### src/core/bdr_pkg.sv
// constants and carrier types for the background debug register bank
package bdr_pkg;

    // ========================================================
    // register addresses
    localparam logic [15:0] ADDR_STATUS     = 16'hff01;
    localparam logic [15:0] ADDR_CCR_HOLD   = 16'hff06;
    localparam logic [15:0] ADDR_BASE_SHDW  = 16'hff07;
    localparam logic [15:0] ADDR_WIN_FIRST  = 16'hff00;
    localparam logic [15:0] ADDR_WIN_LAST   = 16'hff0b;

    // ========================================================
    // status field positions
    localparam int BIT_ENABLE  = 7;
    localparam int BIT_ACTIVE  = 6;
    localparam int BIT_TAGGING = 5;
    localparam int BIT_SHIFT   = 4;
    localparam int BIT_TRACE   = 3;
    localparam int BIT_CLKSEL  = 2;
    localparam int BIT_UNSECURE_FLAG   = 1;

    // shadow layout: bits 6..3 carry base bits 14..11
    localparam int SHDW_LO   = 3;
    localparam int SHDW_HI   = 6;
    localparam int BASE_LO   = 11;
    localparam int BASE_HI   = 14;

    // ========================================================
    // reset values and reserved read value
    localparam logic [7:0] STATUS_RESET   = 8'h00;
    localparam logic [7:0] CCR_RESET      = 8'hd0;
    localparam logic [7:0] CCR_SPECIAL    = 8'hd8;
    localparam logic [7:0] READ_RESERVED  = 8'h00;

    // ========================================================
    // timing
    localparam int CLK_MHZ          = 100;
    localparam int TAG_DELAY_CYC    = 16;
    localparam int CLOCK_SELECT_BIT_SETTLE_CYC = 150;
    localparam logic [7:0] TAG_DELAY_CNT    = 8'(TAG_DELAY_CYC);
    localparam logic [7:0] CLOCK_SELECT_BIT_SETTLE_CNT = 8'(CLOCK_SELECT_BIT_SETTLE_CYC);

    // firmware command classes seen by the status logic
    typedef enum logic [1:0] {
        BDR_CMD_OTHER = 2'b00,
        BDR_CMD_TRACE = 2'b01,
        BDR_CMD_TAG_AND_GO_CMD = 2'b10
    } bdr_cmd_t;

    // register access request from serial engine
    typedef struct packed {
        logic        rd;        // debug_read_cmd
        logic        wr;        // debug_write_cmd
        logic        fw;        // access from standard firmware write
        logic        secure_fw; // access from secure firmware
        logic [15:0] addr;
        logic [7:0]  wdata;
    } bdr_req_t;

    // events reported by serial engine and core
    typedef struct packed {
        logic     cmd_recv;     // a new command was received
        bdr_cmd_t cmd_kind;     // class of recognised command
        logic     data_done;    // firmware data phase complete
        logic     enter;        // request entry to active debug
        logic     exit_store;   // firmware exit store
        logic     secure_enter; // part entered secure mode
    } bdr_evt_t;

endpackage

### src/core/bdr_sync2.sv
// two-flop synchroniser for one pin level
`timescale 1ns/100ps
module bdr_sync2 (
    input  wire logic core_clk,   // clock
    input  wire logic reset_n,    // sync reset, low
    input  wire logic d,          // async level
    output logic      q           // synchronised level
);
    logic meta;

    always_ff @(posedge core_clk) begin
        if (!reset_n) begin
            meta <= 1'b1;
            q    <= 1'b1;
        end else begin
            meta <= d;
            q    <= meta;
        end
    end
endmodule

### src/core/bdr_delay.sv
// down-counter that pulses done after a loaded number of cycles
`timescale 1ns/100ps
module bdr_delay (
    input  wire logic       core_clk, // clock
    input  wire logic       reset_n,  // sync reset, low
    input  wire logic       start,    // load count
    input  wire logic [7:0] count,    // cycles to wait
    output logic            busy,     // counting
    output logic            done      // one-cycle pulse at end
);
    logic [7:0] remain;

    always_ff @(posedge core_clk) begin
        if (!reset_n) begin
            remain <= 8'h00;
            busy   <= 1'b0;
            done   <= 1'b0;
        end else if (start) begin
            remain <= count - 8'h01;
            busy   <= 1'b1;
            done   <= 1'b0;
        end else if (busy && remain == 8'h00) begin
            busy   <= 1'b0;
            done   <= 1'b1;
        end else begin
            remain <= busy ? remain - 8'h01 : remain;
            done   <= 1'b0;
        end
    end
endmodule

### src/core/bdr_regs.sv
// background debug register bank, pin sampling and tagging
// Operation
// - during reset sample debug pin as mode select; afterwards only serial use
// - tagging on: high tag pin low at bus clock fall marks upper half
// - tagging plus low strobe: low tag pin low marks lower half
// - registers reached by host debug read and write commands and by standard firmware writes
// - status register at ff01, bit 0 reads zero, neighbours reserved
// - condition-code holding register at ff06, read and write
// - read-only shadow at ff07, bits 6..3 show base bits 14..11
// - enable bit gates entry to active debug; hardware commands still run
// - special single-chip: firmware sets enable; secured waits for erase checks
// - active bit set by hardware on entry, cleared only by exit store
// - tag-and-go sets tagging bit; 17 cycles later serial off, tagging on
// - shift valid set after firmware data phase, cleared next command or exit
// - trace bit set on first trace, held across traces, cleared otherwise
// - clock-select writable only by hardware or standard firmware writes
// - special single-chip: unsecure flag reads 1 if secured and erased
// - special single-chip: enable reads 1 once firmware sets it while unsecured or after erase checks finish
// - alternate clock only when clock-select 0 and pll-select 1
// - new clock guaranteed after 150 cycles; next command uses it
// - unsecure flag writable only by secure firmware in special single-chip; zero on secure entry
`timescale 1ns/100ps
module bdr_regs (
    input  wire logic              core_clk,         // bus clock
    input  wire logic              reset_n,          // sync reset, low
    input  wire logic              debug_wire_pin,   // single-wire pin level
    output logic                   debug_wire_out,   // pin drive value
    output logic                   debug_wire_oe_n,  // pin drive enable, low
    output logic                   special_mode,     // mode captured at reset
    output logic                   serial_enable,    // serial engine may run
    input  wire logic              high_tag_pin,     // high tag strobe pin
    input  wire logic              low_tag_pin,      // low tag strobe pin
    input  wire logic              low_strobe_en,    // low strobe enabled
    input  wire logic              external_bus_clock, // external bus clock pin
    output logic                   tag_high,         // upper half tagged
    output logic                   tag_low,          // lower half tagged
    input  wire bdr_pkg::bdr_req_t req,              // register access
    output logic [7:0]             rdata,            // read data
    output logic                   rvalid,           // read data valid
    input  wire bdr_pkg::bdr_evt_t evt,              // command events
    input  wire logic              fw_set_enable,    // firmware sets enable
    input  wire logic              secured,          // part is secured
    input  wire logic              erased,           // erase checks passed
    input  wire logic              erase_done,       // erase checks finished
    input  wire logic [15:0]       reg_base,         // register block base
    input  wire logic              pll_select_signal,// pll select level
    output logic                   debug_active,     // active debug mode
    output logic                   fw_table_mapped,  // firmware table in map
    output logic                   use_alt_clock,    // debug clock selection
    output logic                   clock_settling,   // clock switch settling
    output logic [7:0]             status_view       // status register view
);
    // ========================================================
    // pin synchronisers
    logic pin_s;
    logic htag_s;
    logic ltag_s;
    logic external_bus_clock_s;

    // the mode pin chain runs through reset: the strap level must reach
    // the capture flop while reset is still held
    bdr_sync2 u_sync_pin (
        .core_clk (core_clk),
        .reset_n  (1'b1),
        .d        (debug_wire_pin),
        .q        (pin_s)
    );
    bdr_sync2 u_sync_htag (
        .core_clk (core_clk),
        .reset_n  (reset_n),
        .d        (high_tag_pin),
        .q        (htag_s)
    );
    bdr_sync2 u_sync_ltag (
        .core_clk (core_clk),
        .reset_n  (reset_n),
        .d        (low_tag_pin),
        .q        (ltag_s)
    );
    bdr_sync2 u_sync_external_bus_clock (
        .core_clk (core_clk),
        .reset_n  (reset_n),
        .d        (external_bus_clock),
        .q        (external_bus_clock_s)
    );

    // ========================================================
    // mode capture
    // level is tracked while reset is held and frozen on release,
    // so serial traffic on the pin afterwards cannot change the mode
    logic mode_taken;
    logic pin_in_reset;

    always_ff @(posedge core_clk) begin
        if (!reset_n) begin
            pin_in_reset <= 1'b1;
        end else if (!mode_taken) begin
            pin_in_reset <= pin_s;
        end
    end

    always_ff @(posedge core_clk) begin
        if (!reset_n) begin
            mode_taken   <= 1'b0;
            special_mode <= ~pin_s;
        end else if (!mode_taken) begin
            mode_taken   <= 1'b1;
        end
    end

    // pin is released here; serial driving belongs to the engine
    assign debug_wire_out  = 1'b0;
    assign debug_wire_oe_n = 1'b1;

    // ========================================================
    // status bits
    logic en_bit;
    logic act_bit;
    logic tag_bit;
    logic sdv_bit;
    logic trc_bit;
    logic clk_bit;
    logic uns_bit;
    logic [7:0] ccr_hold;

    logic wr_status;
    logic wr_ccr;
    logic hw_or_fw;

    assign hw_or_fw  = req.wr || req.fw;
    assign wr_status = hw_or_fw && req.addr == bdr_pkg::ADDR_STATUS;
    assign wr_ccr    = hw_or_fw && req.addr == bdr_pkg::ADDR_CCR_HOLD;

    logic do_enter;
    assign do_enter = evt.enter && en_bit;

    always_ff @(posedge core_clk) begin
        if (!reset_n) begin
            en_bit <= bdr_pkg::STATUS_RESET[bdr_pkg::BIT_ENABLE];
        end else if (special_mode && fw_set_enable && (!secured || erase_done)) begin
            en_bit <= 1'b1;
        end else if (wr_status) begin
            en_bit <= req.wdata[bdr_pkg::BIT_ENABLE];
        end
    end

    always_ff @(posedge core_clk) begin
        if (!reset_n) begin
            act_bit <= bdr_pkg::STATUS_RESET[bdr_pkg::BIT_ACTIVE];
        end else if (do_enter) begin
            act_bit <= 1'b1;
        end else if (evt.exit_store) begin
            act_bit <= 1'b0;
        end
    end

    // tagging: set by tag-and-go, cleared on entry
    logic tag_start;
    logic tag_busy;
    logic tag_done;
    logic tag_live;

    assign tag_start = evt.cmd_recv && evt.cmd_kind == bdr_pkg::BDR_CMD_TAG_AND_GO_CMD && !tag_live;

    always_ff @(posedge core_clk) begin
        if (!reset_n) begin
            tag_bit <= bdr_pkg::STATUS_RESET[bdr_pkg::BIT_TAGGING];
        end else if (do_enter) begin
            tag_bit <= 1'b0;
        end else if (tag_start) begin
            tag_bit <= 1'b1;
        end else if (wr_status) begin
            tag_bit <= req.wdata[bdr_pkg::BIT_TAGGING];
        end
    end

    bdr_delay u_tag_delay (
        .core_clk (core_clk),
        .reset_n  (reset_n),
        .start    (tag_start),
        .count    (bdr_pkg::TAG_DELAY_CNT),
        .busy     (tag_busy),
        .done     (tag_done)
    );

    always_ff @(posedge core_clk) begin
        if (!reset_n) begin
            tag_live <= 1'b0;
        end else if (do_enter || !tag_bit) begin
            tag_live <= 1'b0;
        end else if (tag_done) begin
            tag_live <= 1'b1;
        end
    end

    // no serial commands while tagging is live
    assign serial_enable = !tag_live;

    // shift valid: data phase wins over a same-cycle new command
    always_ff @(posedge core_clk) begin
        if (!reset_n) begin
            sdv_bit <= bdr_pkg::STATUS_RESET[bdr_pkg::BIT_SHIFT];
        end else if (evt.data_done) begin
            sdv_bit <= 1'b1;
        end else if (evt.cmd_recv || evt.exit_store) begin
            sdv_bit <= 1'b0;
        end else if (wr_status) begin
            sdv_bit <= req.wdata[bdr_pkg::BIT_SHIFT];
        end
    end

    always_ff @(posedge core_clk) begin
        if (!reset_n) begin
            trc_bit <= bdr_pkg::STATUS_RESET[bdr_pkg::BIT_TRACE];
        end else if (evt.cmd_recv) begin
            trc_bit <= evt.cmd_kind == bdr_pkg::BDR_CMD_TRACE;
        end else if (wr_status) begin
            trc_bit <= req.wdata[bdr_pkg::BIT_TRACE];
        end
    end

    // ========================================================
    // clock select and settling
    logic clk_change;
    assign clk_change = wr_status && req.wdata[bdr_pkg::BIT_CLKSEL] != clk_bit;

    always_ff @(posedge core_clk) begin
        if (!reset_n) begin
            clk_bit <= bdr_pkg::STATUS_RESET[bdr_pkg::BIT_CLKSEL];
        end else if (wr_status) begin
            clk_bit <= req.wdata[bdr_pkg::BIT_CLKSEL];
        end
    end

    bdr_delay u_clk_delay (
        .core_clk (core_clk),
        .reset_n  (reset_n),
        .start    (clk_change),
        .count    (bdr_pkg::CLOCK_SELECT_BIT_SETTLE_CNT),
        .busy     (clock_settling),
        .done     ()
    );

    assign use_alt_clock = !clk_bit && pll_select_signal;

    // ========================================================
    // unsecure flag
    always_ff @(posedge core_clk) begin
        if (!reset_n) begin
            uns_bit <= bdr_pkg::STATUS_RESET[bdr_pkg::BIT_UNSECURE_FLAG];
        end else if (evt.secure_enter) begin
            uns_bit <= 1'b0;
        end else if (wr_status && req.secure_fw && special_mode) begin
            uns_bit <= req.wdata[bdr_pkg::BIT_UNSECURE_FLAG];
        end
    end

    // ========================================================
    // condition-code holding register
    logic mode_seen;
    always_ff @(posedge core_clk) begin
        if (!reset_n) begin
            mode_seen <= 1'b0;
            ccr_hold  <= bdr_pkg::CCR_RESET;
        end else if (mode_taken && !mode_seen) begin
            mode_seen <= 1'b1;
            ccr_hold  <= special_mode ? bdr_pkg::CCR_SPECIAL : bdr_pkg::CCR_RESET;
        end else if (wr_ccr) begin
            ccr_hold  <= req.wdata;
        end
    end

    // ========================================================
    // read path
    logic [7:0] stat;
    logic [7:0] shdw;
    logic       uns_read;

    assign uns_read = special_mode ? (secured && erased) || uns_bit : uns_bit;

    always_comb begin
        stat = 8'h00;
        stat[bdr_pkg::BIT_ENABLE]  = en_bit;
        stat[bdr_pkg::BIT_ACTIVE]  = act_bit;
        stat[bdr_pkg::BIT_TAGGING] = tag_bit;
        stat[bdr_pkg::BIT_SHIFT]   = sdv_bit;
        stat[bdr_pkg::BIT_TRACE]   = trc_bit;
        stat[bdr_pkg::BIT_CLKSEL]  = clk_bit;
        stat[bdr_pkg::BIT_UNSECURE_FLAG]   = uns_read;
    end

    always_comb begin
        shdw = 8'h00;
        shdw[bdr_pkg::SHDW_HI:bdr_pkg::SHDW_LO] =
            reg_base[bdr_pkg::BASE_HI:bdr_pkg::BASE_LO];
    end

    always_ff @(posedge core_clk) begin
        if (!reset_n) begin
            rdata  <= 8'h00;
            rvalid <= 1'b0;
        end else begin
            rvalid <= req.rd;
            case (req.addr)
                bdr_pkg::ADDR_STATUS:    rdata <= stat;
                bdr_pkg::ADDR_CCR_HOLD:  rdata <= ccr_hold;
                bdr_pkg::ADDR_BASE_SHDW: rdata <= shdw;
                default:                 rdata <= bdr_pkg::READ_RESERVED;
            endcase
        end
    end

    assign status_view     = stat;
    assign debug_active    = act_bit;
    assign fw_table_mapped = act_bit;

    // ========================================================
    // instruction tagging on falling external bus clock
    logic external_bus_clock_d;
    always_ff @(posedge core_clk) begin
        if (!reset_n) begin
            external_bus_clock_d   <= 1'b0;
            tag_high <= 1'b0;
            tag_low  <= 1'b0;
        end else begin
            external_bus_clock_d <= external_bus_clock_s;
            if (external_bus_clock_d && !external_bus_clock_s && tag_live) begin
                tag_high <= !htag_s;
                tag_low  <= !ltag_s && low_strobe_en;
            end else begin
                tag_high <= 1'b0;
                tag_low  <= 1'b0;
            end
        end
    end

    logic unused_ok;
    assign unused_ok = pin_in_reset ^ tag_busy;
endmodule

### config.mk
export PLATFORM = sky130hd
export DESIGN_NAME = bdr_regs
export DESIGN_NICKNAME = d
export VERILOG_FILES = /design/src/core/bdr_pkg.sv /design/src/core/bdr_sync2.sv /design/src/core/bdr_delay.sv /design/src/core/bdr_regs.sv
export SDC_FILE = /design/constraint.sdc
export NUM_CORES = 1
export LEC_CHECK = 0
export CAP_MARGIN = 10
export CORE_MARGIN = 2
export CORE_UTILIZATION = 62
export CTS_CLUSTER_DIAMETER = 60
export DETAILED_ROUTE_END_ITERATION = 8
export DONT_BUFFER_PORTS = 1
export PLACE_DENSITY = 0.89
export SLEW_MARGIN = 40
export SYNTH_ARGS = -nofsm -noshare
export SYNTH_HDL_FRONTEND = slang
export SYNTH_SLANG_ARGS = --single-unit
### constraint.sdc
create_clock -name core_clk -period 5.3 [get_ports core_clk]
set_input_delay 1.06 -clock core_clk [delete_from_list [all_inputs] [get_ports core_clk]]
set_output_delay 1.06 -clock core_clk [all_outputs]
set_load 0.01 [all_outputs]
==> impl_metrics.tcl <==
set metrics [dict create \
    ys_warn_count 0 \
    path_max_fanout 7 \
    die_w_um 67.91 \
    critPathKind "input pin to register" \
    post_cts_buffers 0 \
    async_flop_share_pct 0 \
    cpPeakStageDelay_ns 0.65 \
    dieArea_sq_um 4612 \
    htreeDepth 3 \
    cts_tree "done" \
    fmax_ghz 0.3532 \
    clk_pin_slew_ns 0.07 \
    synthFlopType "dfxtp_1" \
    wl_per_cell_um 17.61 \
    p_leak_nw 0.9332 \
    grt_pass1_wl_um 9032 \
    drc 0 \
    place_inst 320 \
    via_per_inst 6.304 \
    power.density_nw_per_um2 348.6 \
    clock_sinks 58 \
    synth_edf_count 1 \
    drive_above_1_share_pct 9.474 \
    hold_viol 0 \
    die_h_um 67.91 \
    synth_cell_types 48 \
    ant_nets 0 \
    wl_met3_um 518 \
    final_common_cell "dfxtp_1" \
    finalWirelength_um 5901 \
    routed-wl-met2_um 2919 \
    crit_path_end_kind "register" \
    fin_worst_skew_ns 0.006651 \
    outcome "complete, no violations" \
    drt_iter0_drc 145 \
    multiInputGateArea_sq_um 1209 \
    min_period_ns 2.832 \
    fillers 308 \
    avgSynthCellArea_sq_um 8.793 \
    ys_seq_area_share_pct 46.25 \
    mostFrequentLayoutCells "dfxtp_1 (57), nor2_1 (25), nand3_1 (22)" \
    clock-root-buffer "clkbuf_8" \
    relSlewSlack_pct 56.05 \
    pre_cts_ws_ns 2.146 \
    hold_buffers 0 \
    setup-tns-final_ns 0 \
    ctsResizeCount 0 \
    stdcell_count 335 \
    worstMarginPinSlew_ns 0.6565 \
    period_share_pct 53.43 \
    row_count 23 \
    power_mw 0.9446 \
    slew_violations 0 \
    numCtsBuffers 9 \
    vias 2112 \
    hp-class "register to register" \
    worst_slack_ns 2.468 \
    num_io_pins 90 \
    arrival_ns 3.06 \
    critPathLaunchType "input pin" \
    setup_viol 0 \
    clk-insertion-delay-late_ns 0.34 \
    rsz0062_at_grt "no" \
    diodes 0 \
    drt_pre_antenna_iters 4 \
    clockBufferDepth 2 \
    ir_drop_mv 0.2670 \
    hpwl_um 4151 \
    seq_area_sq_um 1171 \
    final_net_count 348 \
    syn_inst 288 \
    grtUsageTotal_pct 27.04 \
    gp_congestion 0.8652 \
    slowest_stage "or4_2" \
    crit_chain "nor4b_1, or4b_1, or4_2, o311a_1" \
    ys_ff_latch 58 \
    io_buffers 0 \
    grt_max_degree 22 \
    overflow 0 \
    cp.required_ns 5.53 \
    antenna_found_initial 0 \
    top_layer "met4" \
    grt_pass1_vias 2061 \
    wl_met1_um 2276 \
    syn_area_sq_um 2532 \
    initial_core_util_pct 63.77 \
    design.core.area_sq_um 3971 \
    drv_cap 0 \
    area_growth_pct 7.016 \
]
worst paths after layout:
check / startpoint / to / slack [ns] / cells after the start
hold / removal: u_sync_pin.meta / u_sync_pin.q / 0.33 / 0
setup reg to reg: u_tag_delay.remain[0] / u_tag_delay.remain[5] / 3.32 / 6
setup / recovery: req[9] / en_bit / 2.47 / 4
hold reg to reg: u_sync_pin.meta / u_sync_pin.q / 0.33 / 0
per-layer routing:
metal  up-vias  global-route usage (%)
met4         0                   12.25
met1       959                   28.38
li1       1003                       -
met5         -                       0
met3        25                   9.539
met2       125                   48.41
report_power, final:
part	total, mW	internal [mW]	leakage (nW)	switching [mW]
Combinational	0.0521	0.0206	0.360	0.0315
Sequential	0.461	0.449	0.475	0.0119
Clock	0.431	0.261	0.0984	0.170
synthesized netlist by cell type (7+ instances only):
cell type  count  area share, %
xnor2_1        7            2.4
nand2b_1       8            2.0
a21oi_1       20            4.0
o21ai_0       12            2.4
clkbuf_1       7            1.0
a211oi_1       7            2.1
inv_1         13            1.9
nand3_1       22            4.3
buf_4         11            3.3
nand2_1       20            3.0
dfxtp_1       57             45
nor2_1        25            3.7
kinds of logic after synthesis:
logic type               synth area share, %
flip-flops                             46.24
other                                 0.2966
AND/OR/NAND/NOR                        26.14
buffers and inverters                  6.769
adder cells (fa/ha/maj)                1.976
multiplexers                           1.186
AO/OA/AOI/OAI                          13.93
XOR/XNOR                               3.459
sequential cells by signal (all words and copies together) (netlist names), 8 cells and up:
name	cells
rdata	8
ccr_hold	8
u_tag_delay.remain	8
u_clk_delay.remain	8
per-stage QoR:
step                      hold WS (ns)  util [%]  cell area, sq um
after floorplan                 0.3096         -              2536
after global placement          0.3117     62.79              2494
after detailed placement        0.3138     63.01              2502
after CTS                       0.3291     68.24              2710
after global routing            0.3338     68.24              2710
final                           0.3261     68.24              2710
worst max-delay path: cells and delay by family:
kind	cells	cell delay (ns)
simple gates	3	1.86
compound gates	1	0.14
final cells by class:
type                            instances  area share (%)
Inverter                               14           1.939
Clock inverter                          5           2.955
Multi-Input combinational cell        197           44.60
Tap cell                               50           2.308
Timing Repair Buffer                    1          0.2770
Sequential cell                        58           43.21
Clock buffer                           10           4.709
Power figures use the tool's default switching activity.
